--- src/core/ubg_pkg.sv ---
package ubg_pkg;

  // Bus geometry
  localparam int unsigned UBG_ADDR_W = 8;
  localparam int unsigned UBG_DATA_W = 32;
  localparam int unsigned UBG_STRB_W = UBG_DATA_W / 8;

  // Generator geometry
  localparam int unsigned UBG_CNT_W = 16;
  localparam int unsigned UBG_PH_W = 4;
  localparam int unsigned UBG_OSC_W = 2;

  // Register byte addresses
  localparam logic [UBG_ADDR_W-1:0] UBG_ADDR_DIVISOR = 8'h00;
  localparam logic [UBG_ADDR_W-1:0] UBG_ADDR_CONTROL = 8'h04;
  localparam logic [UBG_ADDR_W-1:0] UBG_ADDR_STATUS = 8'h08;

  // Control field positions
  localparam int unsigned UBG_CTL_HS_BIT = 0;
  localparam int unsigned UBG_CTL_EN_BIT = 1;

  // Status field positions
  localparam int unsigned UBG_STAT_CNT_LSB = 0;
  localparam int unsigned UBG_STAT_PH_LSB = 16;
  localparam int unsigned UBG_STAT_RUN_BIT = 20;

  // Reset values
  localparam logic [UBG_CNT_W-1:0] UBG_DIVISOR_RST = 16'h0000;
  localparam logic UBG_HS_RST = 1'b0;
  localparam logic UBG_EN_RST = 1'b0;

  // Oscillator cycles per instruction cycle (clock reduction and PLL off)
  localparam logic [UBG_OSC_W-1:0] UBG_OSC_PER_CYC = 2'h2;

  // Last prescaler phase: 16 steps normal speed, 4 steps high speed
  localparam logic [UBG_PH_W-1:0] UBG_PH_LAST_NORMAL = 4'hF;
  localparam logic [UBG_PH_W-1:0] UBG_PH_LAST_HIGH = 4'h3;

  // AXI responses
  localparam logic [1:0] UBG_RESP_OKAY = 2'h0;
  localparam logic [1:0] UBG_RESP_SLVERR = 2'h2;

  typedef struct packed {
    logic enable;
    logic high_speed;
    logic [UBG_CNT_W-1:0] divisor;
    logic clear;
  } ubg_cfg_t;

  typedef struct packed {
    logic running;
    logic [UBG_PH_W-1:0] phase;
    logic [UBG_CNT_W-1:0] count;
  } ubg_stat_t;

  typedef struct packed {
    logic sample_tick;
    logic baud_tick;
  } ubg_tick_t;

endpackage

--- src/core/ubg_counter.sv ---
`timescale 1ns/1ps
module ubg_counter #(
  parameter logic [ubg_pkg::UBG_OSC_W-1:0] OSC_PER_CYC = ubg_pkg::UBG_OSC_PER_CYC
) (
  // Clock and reset
  input wire logic clk_in,
  input wire logic rst_n_in,
  // Configuration
  input wire ubg_pkg::ubg_cfg_t cfg_in,
  // Results
  output ubg_pkg::ubg_tick_t tick_out,
  output ubg_pkg::ubg_stat_t stat_out
);
  import ubg_pkg::*;

  typedef struct packed {
    logic [UBG_OSC_W-1:0] osc_cnt;
    logic [UBG_CNT_W-1:0] count;
    logic [UBG_PH_W-1:0] phase;
    logic sample_tick;
    logic baud_tick;
  } ubg_cnt_state_t;

  ubg_cnt_state_t s;
  ubg_cnt_state_t next_s;
  logic cyc_en;
  logic [UBG_PH_W-1:0] ph_last;

  // Instruction clock is a one-cycle enable from the oscillator divider
  assign cyc_en = (s.osc_cnt == OSC_PER_CYC - 2'h1);
  assign ph_last = cfg_in.high_speed ? UBG_PH_LAST_HIGH : UBG_PH_LAST_NORMAL;

  always_comb
  begin
    next_s = s;
    next_s.sample_tick = 1'b0;
    next_s.baud_tick = 1'b0;
    if (!cfg_in.enable || cfg_in.clear)
    begin
      // A divisor write restarts the period at once
      next_s.osc_cnt = '0;
      next_s.count = '0;
      next_s.phase = '0;
    end
    else
    begin
      next_s.osc_cnt = cyc_en ? '0 : s.osc_cnt + 2'h1;
      if (cyc_en)
      begin
        if (s.count == cfg_in.divisor)
        begin
          next_s.count = '0;
          next_s.sample_tick = 1'b1;
          // >= keeps a switch to high speed from running the phase past 3
          if (s.phase >= ph_last)
          begin
            next_s.phase = '0;
            next_s.baud_tick = 1'b1;
          end
          else
          begin
            next_s.phase = s.phase + 4'h1;
          end
        end
        else
        begin
          next_s.count = s.count + 16'h0001;
        end
      end
    end
  end

  always_ff @(posedge clk_in or negedge rst_n_in)
  begin
    if (!rst_n_in)
    begin
      s <= '0;
    end
    else
    begin
      s <= next_s;
    end
  end

  assign tick_out.sample_tick = s.sample_tick;
  assign tick_out.baud_tick = s.baud_tick;
  assign stat_out.running = cfg_in.enable;
  assign stat_out.phase = s.phase;
  assign stat_out.count = s.count;

endmodule

--- src/core/ubg_top.sv ---
// Functional notes
// Free-running 16-bit counter while port enabled
// Counter period is divisor plus one cycles
// Normal speed: rate is Fcy/(16*(div+1))
// High speed: rate is Fcy/(4*(div+1))
// Normal speed spans Fcy/16 down to 65536 steps
// High speed spans Fcy/4 down to 65536 steps
// Divisor write clears the counter at once
// Runs on instruction clock, half oscillator rate
// Terminal count reloads and emits one tick
//
// The register addresses and the AXI4-Lite interface to the registers were chosen for this implementation.
`timescale 1ns/1ps
module ubg_top #(
  parameter logic [ubg_pkg::UBG_OSC_W-1:0] OSC_PER_CYC = ubg_pkg::UBG_OSC_PER_CYC
) (
  // Clock and reset
  input wire logic ref_clk_in,
  input wire logic nrst_in,
  // AXI4-Lite write address
  input wire logic s_axi_awvalid_in,
  output logic s_axi_awready_out,
  input wire logic [ubg_pkg::UBG_ADDR_W-1:0] s_axi_awaddr_in,
  input wire logic [2:0] s_axi_awprot_in,
  // AXI4-Lite write data
  input wire logic s_axi_wvalid_in,
  output logic s_axi_wready_out,
  input wire logic [ubg_pkg::UBG_DATA_W-1:0] s_axi_wdata_in,
  input wire logic [ubg_pkg::UBG_STRB_W-1:0] s_axi_wstrb_in,
  // AXI4-Lite write response
  output logic s_axi_bvalid_out,
  input wire logic s_axi_bready_in,
  output logic [1:0] s_axi_bresp_out,
  // AXI4-Lite read address
  input wire logic s_axi_arvalid_in,
  output logic s_axi_arready_out,
  input wire logic [ubg_pkg::UBG_ADDR_W-1:0] s_axi_araddr_in,
  input wire logic [2:0] s_axi_arprot_in,
  // AXI4-Lite read data
  output logic s_axi_rvalid_out,
  input wire logic s_axi_rready_in,
  output logic [ubg_pkg::UBG_DATA_W-1:0] s_axi_rdata_out,
  output logic [1:0] s_axi_rresp_out,
  // Timing to transmitter and receiver
  output ubg_pkg::ubg_tick_t tick_out,
  output logic high_speed_baud_select_out
);
  import ubg_pkg::*;

  typedef struct packed {
    logic aw_held;
    logic [UBG_ADDR_W-1:0] aw_addr;
    logic w_held;
    logic [UBG_DATA_W-1:0] w_data;
    logic [UBG_STRB_W-1:0] w_strb;
    logic bvalid;
    logic [1:0] bresp;
    logic rvalid;
    logic [UBG_DATA_W-1:0] rdata;
    logic [1:0] rresp;
    logic [UBG_CNT_W-1:0] baud_divisor;
    logic high_speed;
    logic enable;
    logic div_wr;
  } ubg_regs_t;

  logic [1:0] rst_sync;
  logic rst_n;
  ubg_regs_t s;
  ubg_regs_t next_s;
  ubg_cfg_t cfg;
  ubg_stat_t stat;
  logic aw_fire;
  logic w_fire;
  logic ar_fire;
  logic have_aw;
  logic have_w;
  logic [UBG_ADDR_W-1:0] wr_addr;
  logic [UBG_DATA_W-1:0] wr_data;
  logic [UBG_STRB_W-1:0] wr_strb;

  // Reset is asserted at once and released after two clean edges
  always_ff @(posedge ref_clk_in or negedge nrst_in)
  begin
    if (!nrst_in)
    begin
      rst_sync <= 2'h0;
    end
    else
    begin
      rst_sync <= {rst_sync[0], 1'b1};
    end
  end
  assign rst_n = rst_sync[1];

  // Merge byte lanes of a write into the old register image
  function automatic logic [UBG_DATA_W-1:0] merge_bytes(
    input logic [UBG_DATA_W-1:0] old_val,
    input logic [UBG_DATA_W-1:0] new_val,
    input logic [UBG_STRB_W-1:0] strb
  );
    logic [UBG_DATA_W-1:0] res;
    res = old_val;
    for (int i = 0; i < UBG_STRB_W; i++)
    begin
      if (strb[i])
      begin
        res[i*8 +: 8] = new_val[i*8 +: 8];
      end
    end
    return res;
  endfunction

  // Register image as software reads it
  function automatic logic [UBG_DATA_W-1:0] read_image(
    input logic [UBG_ADDR_W-1:0] addr,
    input ubg_regs_t r,
    input ubg_stat_t st
  );
    logic [UBG_DATA_W-1:0] img;
    img = '0;
    unique case (addr)
      UBG_ADDR_DIVISOR:
      begin
        img[UBG_CNT_W-1:0] = r.baud_divisor;
      end
      UBG_ADDR_CONTROL:
      begin
        img[UBG_CTL_HS_BIT] = r.high_speed;
        img[UBG_CTL_EN_BIT] = r.enable;
      end
      UBG_ADDR_STATUS:
      begin
        img[UBG_STAT_CNT_LSB +: UBG_CNT_W] = st.count;
        img[UBG_STAT_PH_LSB +: UBG_PH_W] = st.phase;
        img[UBG_STAT_RUN_BIT] = st.running;
      end
      default:
      begin
        img = '0;
      end
    endcase
    return img;
  endfunction

  function automatic logic addr_mapped(input logic [UBG_ADDR_W-1:0] addr);
    return (addr == UBG_ADDR_DIVISOR) || (addr == UBG_ADDR_CONTROL) ||
      (addr == UBG_ADDR_STATUS);
  endfunction

  // A held response blocks new writes, so one write at most is in flight
  assign s_axi_awready_out = !s.aw_held && !s.bvalid;
  assign s_axi_wready_out = !s.w_held && !s.bvalid;
  assign s_axi_arready_out = !s.rvalid;
  assign aw_fire = s_axi_awvalid_in && s_axi_awready_out;
  assign w_fire = s_axi_wvalid_in && s_axi_wready_out;
  assign ar_fire = s_axi_arvalid_in && s_axi_arready_out;
  assign have_aw = s.aw_held || aw_fire;
  assign have_w = s.w_held || w_fire;
  assign wr_addr = s.aw_held ? s.aw_addr : s_axi_awaddr_in;
  assign wr_data = s.w_held ? s.w_data : s_axi_wdata_in;
  assign wr_strb = s.w_held ? s.w_strb : s_axi_wstrb_in;

  always_comb
  begin
    logic [UBG_DATA_W-1:0] merged;
    merged = '0;
    next_s = s;
    next_s.div_wr = 1'b0;

    // Address and data may arrive in either order
    if (aw_fire)
    begin
      next_s.aw_held = 1'b1;
      next_s.aw_addr = s_axi_awaddr_in;
    end
    if (w_fire)
    begin
      next_s.w_held = 1'b1;
      next_s.w_data = s_axi_wdata_in;
      next_s.w_strb = s_axi_wstrb_in;
    end

    if (have_aw && have_w && !s.bvalid)
    begin
      next_s.aw_held = 1'b0;
      next_s.w_held = 1'b0;
      next_s.bvalid = 1'b1;
      next_s.bresp = addr_mapped(wr_addr) ? UBG_RESP_OKAY : UBG_RESP_SLVERR;
      merged = merge_bytes(read_image(wr_addr, s, stat), wr_data, wr_strb);
      if (wr_addr == UBG_ADDR_DIVISOR)
      begin
        next_s.baud_divisor = merged[UBG_CNT_W-1:0];
        // Any divisor write restarts the count, even with no lane enabled
        next_s.div_wr = 1'b1;
      end
      if (wr_addr == UBG_ADDR_CONTROL)
      begin
        next_s.high_speed = merged[UBG_CTL_HS_BIT];
        next_s.enable = merged[UBG_CTL_EN_BIT];
      end
    end
    else if (s.bvalid && s_axi_bready_in)
    begin
      next_s.bvalid = 1'b0;
    end

    if (ar_fire)
    begin
      next_s.rvalid = 1'b1;
      next_s.rdata = read_image(s_axi_araddr_in, s, stat);
      next_s.rresp = addr_mapped(s_axi_araddr_in) ? UBG_RESP_OKAY : UBG_RESP_SLVERR;
    end
    else if (s.rvalid && s_axi_rready_in)
    begin
      next_s.rvalid = 1'b0;
    end
  end

  always_ff @(posedge ref_clk_in or negedge rst_n)
  begin
    if (!rst_n)
    begin
      s <= '{
        aw_held: 1'b0,
        aw_addr: '0,
        w_held: 1'b0,
        w_data: '0,
        w_strb: '0,
        bvalid: 1'b0,
        bresp: UBG_RESP_OKAY,
        rvalid: 1'b0,
        rdata: '0,
        rresp: UBG_RESP_OKAY,
        baud_divisor: UBG_DIVISOR_RST,
        high_speed: UBG_HS_RST,
        enable: UBG_EN_RST,
        div_wr: 1'b0
      };
    end
    else
    begin
      s <= next_s;
    end
  end

  assign cfg.enable = s.enable;
  assign cfg.high_speed = s.high_speed;
  assign cfg.divisor = s.baud_divisor;
  assign cfg.clear = s.div_wr;

  ubg_counter #(
    .OSC_PER_CYC(OSC_PER_CYC)
  ) u_counter (
    .clk_in(ref_clk_in),
    .rst_n_in(rst_n),
    .cfg_in(cfg),
    .tick_out(tick_out),
    .stat_out(stat)
  );

  assign s_axi_bvalid_out = s.bvalid;
  assign s_axi_bresp_out = s.bresp;
  assign s_axi_rvalid_out = s.rvalid;
  assign s_axi_rdata_out = s.rdata;
  assign s_axi_rresp_out = s.rresp;
  assign high_speed_baud_select_out = s.high_speed;

endmodule

--- config.mk ---
export PLATFORM = sky130hd
export DESIGN_NAME = ubg_top
export DESIGN_NICKNAME = d
export VERILOG_FILES = /design/src/core/ubg_pkg.sv /design/src/core/ubg_counter.sv /design/src/core/ubg_top.sv
export SDC_FILE = /design/constraint.sdc
export NUM_CORES = 1
export LEC_CHECK = 0
export BUFFER_PORTS_ARGS = -buffer_cell sky130_fd_sc_hd__buf_2
export CORE_MARGIN = 2
export CORE_UTILIZATION = 35
export DETAILED_ROUTE_END_ITERATION = 8
export MAX_ROUTING_LAYER = met4
export PLACE_DENSITY = 0.64
export SLEW_MARGIN = 20
export SYNTH_ARGS = -nofsm -noshare
export SYNTH_HDL_FRONTEND = slang
export SYNTH_HIERARCHICAL = 1
export SYNTH_SLANG_ARGS = --single-unit
--- constraint.sdc ---
create_clock -name ref_clk_in -period 4.5 [get_ports ref_clk_in]
set_input_delay 0.225 -clock ref_clk_in [delete_from_list [all_inputs] [get_ports ref_clk_in]]
set_output_delay 0.225 -clock ref_clk_in [all_outputs]
set_load 0.05 [all_outputs]
Word level (Yosys, flattened, before mapping)
Cells that the tools add are included.
W data, S select, Z words.
{"block": "totals", "regBits": 118, "in_bits": 65, "output_inout_bits": 44}
{"block": "op_classes", "n_addsub": 3, "order_cmp": 1, "n_eq_ne": 8, "muxes": 31, "n_reduce_logical": 34}
{"operator": "$pmux W14 S2", "n": 2}
{"operator": "$mux W22", "n": 2}
{"operator": "$mux W37", "n": 1}
{"operator": "$mux W16", "n": 2}
{"operator": "$mux W8", "n": 3}
{"operator": "$add A16 B1 Y16 const B", "n": 1}
{"operator": "$eq A16 B16 Y1", "n": 1}
{"operator": "$eq A8 B3 Y1 const B", "n": 2}
{"operator": "$eq A8 B4 Y1 const B", "n": 2}
{"operator": "$logic_not A8 Y1", "n": 2}
{"operator": "$mux W2", "n": 6}
{"operator": "$reduce_bool A2 Y1", "n": 6}
{"operator": "$logic_and A1 B1 Y1", "n": 9}
{"operator": "$mux W1", "n": 9}
{"operator": "$mux W9", "n": 1}
{"operator": "$mux W4", "n": 2}
{"operator": "$logic_or A1 B1 Y1", "n": 7}
{"operator": "$mux W6", "n": 1}
{"operator": "$pmux W2 S3", "n": 1}
{"operator": "$reduce_and A2 Y1", "n": 3}
{"operator": "$reduce_and A3 Y1", "n": 2}
{"operator": "$logic_not A1 Y1", "n": 5}
{"operator": "$mux W5", "n": 1}
{"operator": "$add A4 B1 Y4 const B", "n": 1}
{"operator": "other kinds (4)", "n": 5}

Longest topological paths before layout
{"block": "logic_depth", "ltp_word": 7, "mapped_depth": 8}

By module
Netlist, hierarchy kept.
{"mod": "ubg_top", "n_inst": 1, "cells_per_inst": 313, "area_each_um2": 3631.0}
{"mod": "ubg_counter", "n_inst": 1, "cells_per_inst": 183, "area_each_um2": 1681.6}

Worst setup path after synthesis
No wires, ideal clock.
{"block": "synth_timing", "path_kind": "register to register", "from": "register s (netlist bit s_axi_bvalid_out)", "to": "register s[67] in the netlist's numbering", "t_arrival_ps": 1966, "required_ps": 4375, "path_slack_ps": 2409, "stages_incl_launch_ff": 6, "path_buffers": 2, "cell_sequence": "dfrtp_1 > nor2b_1 > nor2b_1 > clkbuf_1 > buf_1 > mux2_2"}
{"block": "synth_between", "elab_chain_len": 3}
{"element": "start: declaration", "line": "ubg_top.sv:69", "text": "ubg_regs_t s;"}
{"element": "start signal: assignment", "line": "ubg_top.sv:224", "text": "s <= '{"}
{"element": "start signal: assignment", "line": "ubg_top.sv:243", "text": "s <= next_s;"}
{"element": "$logic_not A1 Y1", "line": "ubg_top.sv:153", "text": "assign s_axi_wready_out = !s.w_held && !s.bvalid;"}
{"element": "$logic_and A1 B1 Y1", "line": "ubg_top.sv:153"}
{"element": "$logic_and A1 B1 Y1", "line": "ubg_top.sv:156", "text": "assign w_fire = s_axi_wvalid_in && s_axi_wready_out;"}
Every way passes these cells.
A chain may end at the register's enable or synchronous reset.

Worst setup path in the final report
{"block": "layout_timing", "from": "register u_counter.s (netlist bit u_counter/stat_out[8])", "to": "register u_counter.s (netlist bit u_counter/stat_out[5])"}
{"block": "layout_between", "elab_chain_len": 4}
{"element": "start: declaration", "line": "ubg_counter.sv:24", "text": "ubg_cnt_state_t s;"}
{"element": "start signal: assignment", "line": "ubg_counter.sv:81", "text": "s <= next_s;"}
{"element": "$eq A16 B16 Y1", "line": "ubg_counter.sv:50", "text": "if (s.count == cfg_in.divisor)"}
{"element": "$mux W16", "line": "ubg_counter.sv:50"}
{"element": "$mux W22", "line": "ubg_counter.sv:48", "text": "if (cyc_en)"}
{"element": "$mux W22", "line": "ubg_counter.sv:38", "text": "if (!cfg_in.enable || cfg_in.clear)"}
Every way passes these cells. The select of a mux whose other input is x is not followed.

==> impl_metrics.toml <==
[power]
power_density_mw_per_mm2 = 516
leakage_nw = 2.69
ir_worst_vdd_mv = 0.268

[logic_synthesis]
async_flop_share = 1.00
syn-cell-area_sq_mm = 0.00531
yosys.area.top_type = "dfrtp_1"
yosys.area_share.adder = 0.00942
synth_seq_cells = 98
synth_area_leaders = "dfrtp_1, mux2_2, buf_4"
syn_avg_cell_area_sq_um = 10.7
seq_area_frac_synth = 0.462
synthDominantCellAreaShare = 0.462
synth_top_family_by_area = "simple AND/OR/NAND/NOR gates"
ys.flop_type = "dfrtp_1"
synth.mux.area_fraction = 0.128
synth-compound-area-share = 0.101
synth-xor-area-share = 0.0374
synthSimpleGateAreaFrac = 0.146
synthCells = 496
yosysUniqueCellTypes = 59
synth_edf_count = 0
yosysWarnings = 6

[floorplanning]
num_rows = 45
initial_core_util = 0.353
fp.dieW_um = 127
core_area_sq_mm = 0.0150
io_pins = 109
fp.dieH_um = 127
die_area_sq_mm = 0.0162

[run]
maxCapViolations = 0

[layout]
final_nets = 583
antenna_cells = 0
syn_to_final_growth_pct = 8.34
layout_commonest_cell = "dfrtp_1"
final_layout_size_suffix_gt1_frac = 0.301
layout_common_cells = "dfrtp_1, buf_2, mux2_2, nor2_1, nand2_1"

[cts]
cts-htree-levels = 3
worstSkewPairLatency_ns = 0.35
cts_setup_buffers = 0
tritoncts = "done"
clockRootBuffer = "clkbuf_16"
clk_pin_slew_worst_paths_ns = 0.07
cts_buffer_depth = 2
cts.sinks = 98
numCtsBuffers = 9

[timing]
fin_ws_ns = 1.65
max_freq_mhz = 350
hold_viol_final = 0
finalSetupViolations = 0
rsz0062_at_grt = "no"
min_period_ns = 2.85
fin_crit_sh = 0.634
maxSlewHeadroom = 0.362
slew_violations = 0
tns_ns = 0
clock_skew_ns = 0.00907
worst_pin_slew_ns = 0.952

[run_status]
outcome = "complete, no violations"

[placed_design]
buffer_ports.inserted = 71
routabilityCongestion = 0.867
hpwl_mm = 7.85
post-place-ws_ns = 1.73

[routing]
top_layer = "met4"
vias = 3576
dr_wl_met2_mm = 5.58
met3_wirelength_um = 422
via_per_inst = 5.06
routedLengthMet1_mm = 4.55
ant_nets = 0
drc = 0
routed_wirelength_mm = 10.7
drt-initial-drc-count = 184
wl_per_cell_um = 15.2
dr.pass1.iters = 4

[grt]
grt_antenna_before_repair = 0
grt_pass1_vias = 3650
grt_max_degree = 54
grt.overflow.total = 0
grt_pass1_wl_mm = 17.9
gr-usage-all-layers = 0.143

[worst_hold_path]
hp-class = "input pin to flip-flop"

[critical_path]
crit_path_start_kind = "flip-flop"
critical-path-max-stage-delay_ns = 0.75
r2r_slack_ns = 1.65
cpMaxStageDelayCell = "nand4_1"
crit_type = "flip-flop to flip-flop"
critPathTopFamily = "simple AND/OR/NAND/NOR gates"
worstPathArrival_ns = 3.05
critical_path.cell_chain = "xor2_2, nor4_2, nand4_1, nand2_1, o311ai_0"
worstSetupEndpointType = "flip-flop"
cp_max_fo = 20
crit_buf_inv = 0
critPathRequiredTime_ns = 4.70
-- worst reg2reg max path, cell delays in order (launching register included) --
cell      delay [ns]
dfrtp_1         0.49
xor2_2          0.20
nor4_2          0.32
nand4_1         0.75
nand2_1         0.73
o311ai_0        0.22
-- timing repair --
item / 4_1_cts / 5_1_grt
gates resized for setup: 0 / 0
hold endpoints to repair: 2 / 0
hold buffers: 1 / 0
-- kinds of logic (layout without fill, tap and decap cells) --
kind of cell,after synthesis,count (layout)
muxes,61,61
DFF,98,98
and+or+nand+nor,149,149
other,2,14
adders and majority gates,4,4
buffers and inverters,89,100
AOI/OAI and AO/OA,72,72
xor gates and xnor gates,21,21
-- routing by layer --
metal  GRT usage  vias up
li1            -     1719
met4      0.0569        0
met5           -        -
met3      0.0281       11
met2       0.250       75
met1       0.163     1771
-- through the flow --
stage               total power, mW  hold WS, ns  instance area (sq um)  instances   util
floorplan                      2.03      -0.0706                   5360        508      -
global route                   3.14       0.0748                   5760        707  0.383
finish                         2.97       0.0595                   5760        707  0.383
CTS                            3.01       0.0488                   5750        707  0.383
detailed placement             2.12       0.0121                   5400        690  0.359
global placement               2.08      0.00996                   5400        690  0.359
-- synth_stat cells, drive strengths merged (4+ instances only) --
master,number
nor3,6
nand4,9
clkbuf,13
o21ai,11
a21oi,7
inv,9
mux2i,6
a221oi,14
buf,67
o311ai,5
nor2,47
nor4,6
ha,4
nand2,39
nand3,13
mux2,55
nor2b,8
a31oi,9
dfrtp,98
xor2,18
-- worst paths after layout --
path                                       start  cells after the start               endpoint
max in group asynchronous            rst_sync[1]                      1  u_counter/stat_out[2]
setup reg to reg           u_counter/stat_out[8]                      5  u_counter/stat_out[5]
hold reg to reg                      rst_sync[1]                      0                  s[98]
min in group asynchronous                nrst_in                      2            rst_sync[1]
hold / removal                   s_axi_rready_in                      2       s_axi_rvalid_out
setup / recovery           u_counter/stat_out[8]                      5  u_counter/stat_out[5]
-- layout make-up --
class	count	area, sq um
Clock buffer	11	233
Clock inverter	5	108
Fill cell	1465	9280
Tap cell	188	235
Inverter	9	33.8
Sequential cell	98	2460
Multi-Input combinational cell	321	2300
Timing Repair Buffer	75	388
-- power by group --
| part | internal [mW] | switching (mW) | total (mW) |
|---|---|---|---|
| clock | 0.548 | 0.331 | 0.879 |
| combinational | 0.341 | 0.513 | 0.854 |
| sequential | 1.06 | 0.176 | 1.24 |
-- sequential cells by signal, indices dropped and copies added (netlist names) --
name and cells:
s_axi_rresp_out 1, s_axi_rvalid_out 1, u_counter/tick_out 2, rst_sync 2, s_axi_rdata_out 21, u_counter/s 2
s_axi_bvalid_out 1, s 28, u_counter/stat_out 20, cfg 18, s_axi_bresp_out 1, high_speed_baud_select_out 1
Note: power is estimated with default switching activity, not from simulation.
